**config.mk**
```make
export PLATFORM = sky130hd
export DESIGN_NAME = gxa_expander
export DESIGN_NICKNAME = d
export VERILOG_FILES = /design/src/rtl/gxa_pkg.sv /design/src/rtl/gxa_expander.sv /design/src/rtl/gxa_sync.sv
export SDC_FILE = /design/constraint.sdc
export NUM_CORES = 1
export LEC_CHECK = 0
export BUFFER_PORTS_ARGS = -buffer_cell sky130_fd_sc_hd__buf_2
export CORE_MARGIN = 1
export CORE_UTILIZATION = 51
export CTS_CLUSTER_DIAMETER = 120
export DETAILED_ROUTE_END_ITERATION = 10
export HOLD_SLACK_MARGIN = 0.06
export PLACE_DENSITY = 0.68
export SLEW_MARGIN = 10
export SYNTH_ARGS = -nofsm -noshare
export SYNTH_HDL_FRONTEND = slang
export SYNTH_HIERARCHICAL = 1
export SYNTH_SLANG_ARGS = --single-unit
export TNS_END_PERCENT = 100
```
**constraint.sdc**
```tcl
create_clock -name MCLK -period 5.15 [get_ports MCLK]
set_input_delay 0.515 -clock MCLK [delete_from_list [all_inputs] [get_ports MCLK]]
set_output_delay 0.515 -clock MCLK [all_outputs]
set_load 0.03 [all_outputs]
```
**src/rtl/gxa_pkg.sv**
```systemverilog
package gxa_pkg;

    localparam int          PORT_BITS   = 8;
    localparam int          PORT_COUNT  = 2;
    localparam int          PIN_COUNT   = PORT_BITS * PORT_COUNT;
    localparam int          STRAP_COUNT = 3;

    // fixed upper bits of the seven-bit bus address, straps fill the low three
    localparam logic [3:0]  ADDR_FIXED  = 4'h4;

    localparam logic        RW_WRITE    = 1'b0;

    // register pointer: bits [2:1] pick the pair, bit 0 the port inside it
    localparam logic [1:0]  GRP_IN      = 2'h0;
    localparam logic [1:0]  GRP_OUT     = 2'h1;
    localparam logic [1:0]  GRP_POL     = 2'h2;
    localparam logic [1:0]  GRP_CFG     = 2'h3;
    localparam logic [2:0]  PTR_RST     = 3'h0;
    localparam logic [2:0]  PTR_PAIR    = 3'h1;

    localparam logic [7:0]  OUT_RST     = 8'hFF;
    localparam logic [7:0]  POL_RST     = 8'h00;
    localparam logic [7:0]  CFG_RST     = 8'hFF;

    localparam logic [3:0]  BIT_LAST    = 4'h7;
    localparam logic [3:0]  BYTE_BITS   = 4'h8;
    localparam logic [3:0]  BIT_ONE     = 4'h1;

    // positions inside the synchronised input vector
    localparam int          SYN_SCL     = 0;
    localparam int          SYN_SDA     = 1;
    localparam int          SYN_STRAP   = 2;
    localparam int          SYN_IO      = SYN_STRAP + STRAP_COUNT;
    localparam int          SYN_W       = SYN_IO + PIN_COUNT;

    typedef logic [PORT_COUNT-1:0][PORT_BITS-1:0] gxa_pair_t;

endpackage

```
**src/rtl/gxa_expander.sv**
```systemverilog
`timescale 1ns/1ps
// Notes on behaviour
// - address with write bit starts register write
// - first written byte loads the register pointer
// - each data byte flips pointer within pair
// - unlimited data bytes per write transaction
// - restart plus read address returns pointed register
// - pins latch into input register at ack
// - further read bytes alternate within the pair
// - input pin change asserts open-drain interrupt
// - interrupt clears on return or port read
// - output-configured pins never raise the interrupt
// - interrupt clearing is tracked per port
// - output-to-input switch may raise interrupt
// - stop anywhere keeps last acknowledged data
// - pointer 0..7 selects input, output, polarity, config
// - input registers follow pins, writes ignored
// - polarity bit one inverts input read data
// - config one means input, zero drives output
module gxa_expander
    import gxa_pkg::*;
#(
    parameter logic [3:0] FIXED_ADDR = ADDR_FIXED
) (
    input  wire logic                 MCLK,
    input  wire logic                 RST,
    input  wire logic                 SCL,
    input  wire logic                 SDA_IN,
    output logic                      SDA_OUT,
    output logic                      SDA_OE,
    output logic                      INT_OUT,
    output logic                      INT_OE,
    input  wire logic                 ADDR_STRAP_0,
    input  wire logic                 ADDR_STRAP_1,
    input  wire logic                 ADDR_STRAP_2,
    input  wire logic [PIN_COUNT-1:0] IO_IN,
    output logic      [PIN_COUNT-1:0] IO_OUT,
    output logic      [PIN_COUNT-1:0] IO_OE
);

    typedef enum logic [4:0] {
        ST_IDLE = 5'h01,
        ST_RX   = 5'h02,
        ST_ACK  = 5'h04,
        ST_TX   = 5'h08,
        ST_MACK = 5'h10
    } gxa_state_e;

    typedef struct packed {
        gxa_state_e state;
        logic       scl_d;
        logic       sda_d;
        logic [7:0] shreg;
        logic [3:0] bit_cnt;
        logic       addr_ph;
        logic       cmd_ph;
        logic       rw;
        logic       mack;
        logic [2:0] ptr;
        logic       sda_oe;
        logic       int_oe;
        logic       od_level;
        gxa_pair_t  in_reg;
        gxa_pair_t  out_reg;
        gxa_pair_t  pol_reg;
        gxa_pair_t  drive;
    } gxa_state_s;

    gxa_state_s       st_ff;
    gxa_state_s       nxt_st;
    logic [SYN_W-1:0] syn;
    logic             scl;
    logic             sda;
    logic [2:0]       strap;
    gxa_pair_t        pins;
    logic             scl_rise;
    logic             scl_fall;
    logic             start_cond;
    logic             stop_cond;

    gxa_sync #(
        .W (SYN_W)
    ) u_sync (
        .MCLK (MCLK),
        .RST  (RST),
        .D    ({IO_IN, ADDR_STRAP_2, ADDR_STRAP_1, ADDR_STRAP_0, SDA_IN, SCL}),
        .Q    (syn)
    );

    assign scl   = syn[SYN_SCL];
    assign sda   = syn[SYN_SDA];
    assign strap = syn[SYN_STRAP +: STRAP_COUNT];
    assign pins  = syn[SYN_IO +: PIN_COUNT];

    assign scl_rise   = scl & ~st_ff.scl_d;
    assign scl_fall   = ~scl & st_ff.scl_d;
    assign start_cond = scl & st_ff.scl_d & st_ff.sda_d & ~sda;
    assign stop_cond  = scl & st_ff.scl_d & ~st_ff.sda_d & sda;

    // read value of the register at pointer p
    function automatic logic [7:0] reg_read(
        input logic [2:0] p,
        input gxa_pair_t  in_r,
        input gxa_pair_t  out_r,
        input gxa_pair_t  pol_r,
        input gxa_pair_t  drv_r
    );
        logic [7:0] v;
        v = 8'h00;
        case (p[2:1])
            GRP_IN:  v = in_r[p[0]] ^ pol_r[p[0]];
            GRP_OUT: v = out_r[p[0]];
            GRP_POL: v = pol_r[p[0]];
            GRP_CFG: v = ~drv_r[p[0]];
            default: v = 8'h00;
        endcase
        return v;
    endfunction

    // latch the addressed input port, then put its first bit on the line
    function automatic gxa_state_s load_byte(input gxa_state_s c, input gxa_pair_t pv);
        gxa_state_s r;
        r = c;
        if (r.ptr[2:1] == GRP_IN) begin
            r.in_reg[r.ptr[0]] = pv[r.ptr[0]];
        end
        r.shreg   = reg_read(r.ptr, r.in_reg, r.out_reg, r.pol_reg, r.drive);
        r.sda_oe  = ~r.shreg[7];
        r.bit_cnt = '0;
        r.state   = ST_TX;
        return r;
    endfunction

    always_comb begin
        nxt_st       = st_ff;
        nxt_st.scl_d = scl;
        nxt_st.sda_d = sda;
        // only pins set as inputs are compared against their latched value
        nxt_st.int_oe = |((pins ^ st_ff.in_reg) & ~st_ff.drive);

        case (st_ff.state)
            ST_IDLE: begin
                nxt_st.sda_oe = 1'b0;
            end
            ST_RX: begin
                if (scl_rise && st_ff.bit_cnt != BYTE_BITS) begin
                    nxt_st.shreg   = {st_ff.shreg[6:0], sda};
                    nxt_st.bit_cnt = st_ff.bit_cnt + BIT_ONE;
                end
                if (scl_fall && st_ff.bit_cnt == BYTE_BITS) begin
                    nxt_st.sda_oe  = 1'b1;
                    nxt_st.state   = ST_ACK;
                    nxt_st.bit_cnt = '0;
                    if (st_ff.addr_ph) begin
                        if (st_ff.shreg[7:1] != {FIXED_ADDR, strap}) begin
                            nxt_st.sda_oe = 1'b0;
                            nxt_st.state  = ST_IDLE;
                        end
                        nxt_st.rw = st_ff.shreg[0];
                    end else if (st_ff.cmd_ph) begin
                        nxt_st.ptr    = st_ff.shreg[2:0];
                        nxt_st.cmd_ph = 1'b0;
                    end else begin
                        // committed at the acknowledge, so a later stop keeps it
                        case (st_ff.ptr[2:1])
                            GRP_OUT: nxt_st.out_reg[st_ff.ptr[0]] = st_ff.shreg;
                            GRP_POL: nxt_st.pol_reg[st_ff.ptr[0]] = st_ff.shreg;
                            GRP_CFG: nxt_st.drive[st_ff.ptr[0]]   = ~st_ff.shreg;
                            default: nxt_st.ptr = st_ff.ptr;
                        endcase
                        nxt_st.ptr = st_ff.ptr ^ PTR_PAIR;
                    end
                end
            end
            ST_ACK: begin
                if (scl_fall) begin
                    nxt_st.sda_oe  = 1'b0;
                    nxt_st.addr_ph = 1'b0;
                    nxt_st.state   = ST_RX;
                    if (st_ff.addr_ph && st_ff.rw != RW_WRITE) begin
                        nxt_st = load_byte(nxt_st, pins);
                    end
                end
            end
            ST_TX: begin
                if (scl_fall) begin
                    nxt_st.bit_cnt = st_ff.bit_cnt + BIT_ONE;
                    if (st_ff.bit_cnt == BIT_LAST) begin
                        nxt_st.sda_oe = 1'b0;
                        nxt_st.state  = ST_MACK;
                    end else begin
                        nxt_st.shreg  = {st_ff.shreg[6:0], 1'b0};
                        nxt_st.sda_oe = ~st_ff.shreg[6];
                    end
                end
            end
            ST_MACK: begin
                if (scl_rise) begin
                    nxt_st.mack = ~sda;
                end
                if (scl_fall) begin
                    if (st_ff.mack) begin
                        nxt_st.ptr = st_ff.ptr ^ PTR_PAIR;
                        nxt_st     = load_byte(nxt_st, pins);
                    end else begin
                        // a missing acknowledge ends the read
                        nxt_st.state = ST_IDLE;
                    end
                end
            end
            default: begin
                nxt_st.state  = ST_IDLE;
                nxt_st.sda_oe = 1'b0;
            end
        endcase

        // start and stop win over any byte in flight
        if (start_cond) begin
            nxt_st.state   = ST_RX;
            nxt_st.addr_ph = 1'b1;
            nxt_st.cmd_ph  = 1'b1;
            nxt_st.bit_cnt = '0;
            nxt_st.sda_oe  = 1'b0;
        end else if (stop_cond) begin
            nxt_st.state  = ST_IDLE;
            nxt_st.sda_oe = 1'b0;
        end

        if (RST) begin
            nxt_st         = '0;
            nxt_st.state   = ST_IDLE;
            nxt_st.scl_d   = 1'b1;
            nxt_st.sda_d   = 1'b1;
            nxt_st.ptr     = PTR_RST;
            nxt_st.out_reg = {PORT_COUNT{OUT_RST}};
            nxt_st.pol_reg = {PORT_COUNT{POL_RST}};
            nxt_st.drive   = ~{PORT_COUNT{CFG_RST}};
        end
    end

    always_ff @(posedge MCLK) begin
        st_ff <= nxt_st;
    end

    assign SDA_OUT = st_ff.od_level;
    assign SDA_OE  = st_ff.sda_oe;
    assign INT_OUT = st_ff.od_level;
    assign INT_OE  = st_ff.int_oe;
    assign IO_OUT  = st_ff.out_reg;
    assign IO_OE   = st_ff.drive;

endmodule

```
**src/rtl/gxa_sync.sv**
```systemverilog
`timescale 1ns/1ps
module gxa_sync
    import gxa_pkg::*;
#(
    parameter int W = SYN_W
) (
    input  wire logic         MCLK,
    input  wire logic         RST,
    input  wire logic [W-1:0] D,
    output logic      [W-1:0] Q
);

    typedef struct packed {
        logic [W-1:0] meta;
        logic [W-1:0] safe;
    } gxa_sync_s;

    gxa_sync_s st_ff;
    gxa_sync_s nxt_st;

    always_comb begin
        nxt_st      = st_ff;
        nxt_st.meta = D;
        // first stage feeds only the second stage
        nxt_st.safe = st_ff.meta;
        if (RST) begin
            nxt_st = '0;
        end
    end

    always_ff @(posedge MCLK) begin
        st_ff <= nxt_st;
    end

    assign Q = st_ff.safe;

endmodule

```
==> reports/metrics.cfg, run 1 <==
[drt]
postRouteWirelength_um=19100
viasPerCell=5.98
vias=6012
ant_nets=0
first_pass_iters=5
drt-initial-drc-count=616
drc_errors=0
wl_per_cell_um=19.0

[clocking]
worstSkewPairLatency_ns=0.43
cts_buffers=17
postCtsHoldBufs=0
numClockSinks=134
cts_buffer_depth=2
cts_root_buffer=clkbuf_16
htreeDepth=4
cts-resized-gates=0
clk_pin_slew_ns=0.06
cts_setup_buffers=0
cts_tree=done

[finish]
fillCellCount=1262
synthToLayoutAreaGrowth_pct=7.44
drive_above_1_share_pct=15.8
antenna_cells=0
final_area_um2=7670
fin_cells=1005
nets=841
post-route-util_pct=57.0

[synthesis]
synth_edf_count=0
synth_cells=849
syn_avg_cell_area_um2=8.41
netlist_area_um2=7140
yosys_warnings=6
ys_seq_area_share_pct=37.6
yosys-top-cells-count=134 x dfxtp_1, 72 x a21oi_1, 69 x nor2_1
synth.most_common_cell=dfxtp_1
ys_types=60
ys_seq_elements=134
yosys.area.top_type=dfxtp_1
synthFlopType=dfxtp_1
synth_top_cell_area_share_pct=37.6
synthArstFlopShare_pct=0
synthTopCellsByArea=dfxtp_1 38%, buf_4 6.0%, nor2b_1 5.2%

[power_and_ir_drop]
power_density_nw_per_um2=320
ir_drop_uv=225
power.total_mw=2.45
p_leak_nw=2.64

[floorplanning]
initial_core_util_pct=53.1
core_area_um2=13500
die_area_um2=14500
die_x_um=120
die_h_um=120
rows=42
ios=59

[timing]
skew_ns=0.00824
layout_min_cycle_time_ns=3.19
layout_setup_ws_ns=1.96
worstMarginPinSlew_ns=1.10
finalSetupViolCount=0
hold_ws_ns=0.295
grt_setup_unrepaired=no
fin_crit_sh_pct=61.9
hold_violations=0
slew_headroom_pct=26.1
fmax_mhz=314
fin_setup_tns_ns=0
slew_viol_final=0

[global_routing]
globalRouteMet1Util_pct=35.9
grt_pass1_wl_um=30000
grt.busiest_layer=met2
grtUsageMet2_pct=42.2
met3_usage_pct=5.80
grt-ovfl-total=0
grt_start_max_net_pins=81
grt_pass1_vias=5463
grtUsageTotal_pct=27.4
antenna_found_initial=0

[worst_setup_path]
crit_type=reg -> reg
crit_required_ns=5.46
start_kind=flip-flop
end_kind=flip-flop
cp_max_fo=16
arrival_ns=3.50

[placed_design]
dp.cells=973
post-dp-hpwl_um=13000
post_dp_cell_area_um2=7040
numPortBuffers=56
place_congestion=0.908
dp_slack_ns=1.90

[job]
max-cap-violations=0

[min_path]
hold_class=in -> reg

[run_status]
outcome=finished, final reports clean

area by class of cell:
cell class / instances / area, um2 / area share [%]
Sequential cell: 134 / 2680 / 35.0
Inverter: 10 / 37.5 / 0.489
Tap cell: 176 / 220 / 2.87
Timing Repair Buffer: 65 / 350 / 4.56
Clock inverter: 14 / 196 / 2.56
Multi-Input combinational cell: 588 / 3750 / 48.8
Clock buffer: 18 / 439 / 5.72
report_power, final:
group | leakage, nW | internal [mW] | switching (mW)
logic | 1.25 | 0.0314 | 0.0411
clock network | 0.304 | 0.828 | 0.482
registers | 1.09 | 1.05 | 0.0155
critical path: stages, from the launching register on:
cell and delay, ns:
dfxtp_1 0.40, nor2b_1 0.39, nand4_1 0.37, nor4_2 0.92
and2_1 0.61, nor2b_1 0.11, a211o_1 0.28
worst paths after layout:
kind                                  startpoint          endpoint  slack (ns)  depth (start not counted)
worst max-delay path                   st_ff[87]         IO_OUT[1]        1.96                          6
worst min-delay path                    IO_IN[3]  u_sync/st_ff[29]        0.30                          2
worst max register to register         st_ff[87]         IO_OUT[1]        1.96                          6
worst min register to register  u_sync/st_ff[27]       u_sync/Q[6]        0.43                          1
registers in the layout, indices dropped and copies added (netlist names):
| signal | cells |
|---|---|
| st_ff | 58 |
| u_sync/Q | 21 |
| u_sync/st_ff | 21 |
| IO_OE | 16 |
| IO_OUT | 16 |
| INT_OE | 1 |
| SDA_OE | 1 |
placed cells by master, fill, tap and decap left out, types with 5 or more instances in the layout:
master,count
mux2i_1,26
inv_6,5
buf_4,10
o211ai_1,10
o22ai_1,10
nand2_1,59
a211oi_1,21
and3_1,5
or2_2,10
nor3_1,16
mux2_2,5
nand3_1,24
nor2_1,69
o211a_1,7
inv_1,8
a21oi_1,72
xor2_1,5
o21ai_0,43
nor2b_1,59
buf_2,55
nand2b_1,12
a211o_1,8
a311oi_1,10
and2_1,8
mux4_2,5
clkbuf_16,17
xnor2_1,35
a2111oi_0,6
dfxtp_1,133
kinds of logic after synthesis:
kind of cell	synth area share, %
compound gates	19.8
other cells	0.0525
fa+ha+maj	0.350
mux	6.01
flops	37.6
buf+inv	10.0
xor+xnor	4.90
simple gates	21.3
metal layers:
metal / vias up / wire, um
met5: - / 0
met3: 60 / 1580
met1: 2779 / 8150
met4: 0 / 754
met2: 303 / 8590
li1: 2870 / -
(Power assumes the default switching activity.)
==> run 2: changes to the inputs <==
--- a/config.mk
+++ b/config.mk
@@ -5,13 +5,14 @@
 export SDC_FILE = /design/constraint.sdc
 export NUM_CORES = 1
 export LEC_CHECK = 0
+export ABC_AREA = 1
 export BUFFER_PORTS_ARGS = -buffer_cell sky130_fd_sc_hd__buf_2
 export CORE_MARGIN = 1
 export CORE_UTILIZATION = 51
 export CTS_CLUSTER_DIAMETER = 120
 export DETAILED_ROUTE_END_ITERATION = 10
 export HOLD_SLACK_MARGIN = 0.06
-export PLACE_DENSITY = 0.68
+export PLACE_DENSITY = 0.7
 export SLEW_MARGIN = 10
 export SYNTH_ARGS = -nofsm -noshare
 export SYNTH_HDL_FRONTEND = slang
==> constraint.sdc (replaced) <==
create_clock -name MCLK -period 2.92 [get_ports MCLK]
set_input_delay 0.292 -clock MCLK [delete_from_list [all_inputs] [get_ports MCLK]]
set_output_delay 0.292 -clock MCLK [all_outputs]
set_load 0.03 [all_outputs]
==> run 2 against run 1 <==
The flow now finishes with violations (design-rule violations); hold slack improved by 0.11 ns; non-clock buffer count is 23 higher; sequential cell count stayed put; global-route usage grew 0.17 points; count of clock-buffer cells in the layout up 1; sequential power increased by 93%; critical path type unchanged; critical endpoint is now st_ff[31]; highest routed layer unchanged.
==> reports/metrics.cfg, run 2 <==
[power_and_ir_drop]
p_leak_nw=3.75  ; +42%
seq_power_share_pct=37.9  ; -5.7 points
power.total_mw=5.44  ; +120%
power_density_nw_per_um2=638  ; +100%
p_sw_share_pct=29.1  ; +7.2 points
clkPwrFrac_pct=45.7  ; -7.7 points
switching_power_mw=1.59  ; +190%
pwr-share-comb_pct=16.4  ; +13 points
ir_drop_uv=594  ; +160%
p_int_mw=3.86  ; +100%

[synthesis]
yosys.area.top_type=dfxtp_1
synthFlopType=dfxtp_1
synth_cells=1124  ; +32%
synth-simple-area-share_pct=24.2  ; +2.9 points
synth_fa_ha_area_share_pct=0.321  ; -0.029 points
synth.most_common_cell=nand2_1
syn_avg_cell_area_um2=6.93  ; -18%
synth_top_cell_area_share_pct=34.5  ; -3.1 points
ys_seq_area_share_pct=34.5  ; -3.1 points
ys_seq_elements=134  ; unchanged
yosys-top-cells-count=204 x nand2_1, 148 x inv_1, 134 x dfxtp_1
netlist_area_um2=7780  ; +9.0%
synthArstFlopShare_pct=0  ; unchanged
synth-compound-area-share_pct=23.0  ; +3.2 points
yosys_warnings=6  ; unchanged
synth-xor-area-share_pct=0.788  ; -4.1 points
synth_top_family_by_area=simple AND/OR/NAND/NOR gates
synth_edf_count=0  ; unchanged
ys_types=44  ; -27%
synth_mux_area_share_pct=0  ; -6.0 points
synthTopCellsByArea=dfxtp_1 34%, nand2_1 9.8%, inv_1 7.1%

[placed_design]
post_dp_cell_area_um2=7630  ; +8.4%
numPortBuffers=56  ; unchanged
dp_slack_ns=0.733  ; -1.17 ns
post-dp-hpwl_um=14600  ; +12%
place_congestion=0.906  ; -0.26%
dp.cells=1264  ; +30%

[clocking]
worstSkewPairLatency_ns=0.43  ; about the same
clk_pin_slew_ns=0.06  ; about the same
cts_buffer_depth=2  ; unchanged
cts_buffers=17  ; unchanged
cts_tree=done
htreeDepth=4  ; unchanged
numClockSinks=134  ; unchanged
cts_root_buffer=clkbuf_16

[timing]
finalSetupViolCount=0  ; unchanged
layout_setup_ws_ns=0.677  ; -1.28 ns
layout_min_cycle_time_ns=2.24  ; -0.945 ns
grt_setup_unrepaired=no
fmax_mhz=446  ; +42%
slew_viol_final=0  ; unchanged
fin_setup_tns_ns=0  ; unchanged
slew_headroom_pct=52.1  ; +26 points
hold_ws_ns=0.401  ; +0.106 ns
skew_ns=0.00725  ; -0.000999 ns
worstMarginPinSlew_ns=0.719  ; -0.380 ns
hold_violations=0  ; unchanged
fin_crit_sh_pct=76.8  ; +15 points

[floorplanning]
initial_core_util_pct=53.0  ; -0.13 points
ios=59  ; unchanged
core_area_um2=14700  ; +9.3%
die_area_um2=15800  ; +8.8%
die_h_um=126  ; +4.3%
die_x_um=126  ; +4.3%
rows=44  ; +4.8%

[finish]
layout_commonest_cell=nand2_1
multiInputGateArea_um2=3770  ; +0.60%
layout_common_cells=204 x nand2_1, 147 x inv_1, 133 x dfxtp_1
synthToLayoutAreaGrowth_pct=9.47
drive_above_1_share_pct=14.5  ; -1.3 points
final_area_um2=8520  ; +11%
largest_reg_flops=58  ; unchanged
fillCellCount=1438  ; +14%
nets=1145  ; +36%
seqCellArea_um2=2680  ; unchanged
fin_cells=1317  ; +31%
post-route-util_pct=58.0  ; +0.93 points
antenna_cells=0  ; unchanged
regMostFlops=st_ff

[global_routing]
grt_pass1_vias=6975  ; +28%
grtUsageTotal_pct=27.6  ; +0.17 points
grt-ovfl-total=0  ; unchanged
grt_pass1_wl_um=34000  ; +13%
antenna_found_initial=0  ; unchanged
grt_start_max_net_pins=71  ; -12%

[run_status]
outcome=complete, but fails checks
violations=design-rule violations

[worst_setup_path]
crit_required_ns=3.21  ; -2.25 ns
arrival_ns=2.54  ; -0.96 ns
crit_path_cell_trace=buf_4 > nand3_2 > nor2_1 > a211oi_2
end_kind=flip-flop
start_kind=flip-flop
crit_type=reg -> reg
slowest_delay_ns=0.62  ; -0.30 ns
reg2regPathDepth=4  ; -2
crit_slowest_cell=buf_4
cp_max_fo=70  ; +54

[drt]
ant_nets=0  ; unchanged
drc_errors=4  ; +4
first_pass_iters=8  ; +3
wl_per_cell_um=15.8  ; -17%
postRouteWirelength_um=20800  ; +9.1%
drt-initial-drc-count=613  ; -0.49%
viasPerCell=5.48  ; -8.4%
vias=7219  ; +20%

[job]
max-cap-violations=0  ; unchanged

[min_path]
min_path_cells=2  ; unchanged
hold_class=reg -> reg

run 2: cell count changes after synthesis, sizes merged, moves of 11 or more:
cell,delta
a21oi,+15
clkbuf,-11
inv,+145
mux2i,-26
nand2,+151
nand2b,-12
nand3,+51
nor2,+47
nor2b,-59
o2111ai,+11
o211ai,+21
o21ai,+89
xnor2,-30
run 2: worst paths after layout:
kind,start,to,slack (ns)
worst max-delay path,st_ff[67],st_ff[31],0.68
worst min-delay path,u_sync/st_ff[26],u_sync/Q[5],0.40
worst max register to register,st_ff[67],st_ff[31],0.68
worst min register to register,u_sync/st_ff[26],u_sync/Q[5],0.40
run 2: metal layers:
metal  vias up  GRT usage, %  part of all wire [%]
met5         -             0                     0
met4         0          14.6                   3.3
met3        59          5.52                   4.9
met2       208          49.0                    50
met1      3329          31.1                    42
li1       3623             -                     -
run 2: cells by family after synthesis:
kind of cell | after synthesis
compound gates | 295
buf+inv | 266
other cells | 1
flops | 134
xor+xnor | 7
fa+ha+maj | 2
simple gates | 419
run 2: area by class of cell:
cell class                      instances  area share [%]
Sequential cell                       134            31.5
Clock buffer                           19            5.20
Clock inverter                         13            2.83
Multi-Input combinational cell        725            44.2
Inverter                              154            6.81
Timing Repair Buffer                   88            6.72
Tap cell                              184            2.70
run 2: timing repair:
action	in CTS	in global routing
setup endpoints to repair	0	0
hold buffers	21	0
buffers inserted	0	0
gates resized for setup	0	0
hold endpoints to repair	21	0
run 2: worst max-delay path, delay by kind of cell (launching register included):
family / cells / cell delay [ns]
simple gates: 2 / 0.89
compound gates: 1 / 0.05
buf+inv: 1 / 0.62
flops: 1 / 0.51
run 2: power by group through the flow:
| stage | clock (mW) | sequential [mW] | combinational (mW) |
|---|---|---|---|
| floorplan | 0 | 2.03 | 0.718 |
| detailed placement | 0 | 2.10 | 0.849 |
| finish | 2.49 | 2.06 | 0.890 |
| global placement | 0 | 2.10 | 0.836 |
| global route | 2.60 | 2.07 | 1.00 |
| CTS | 2.52 | 2.06 | 0.878 |
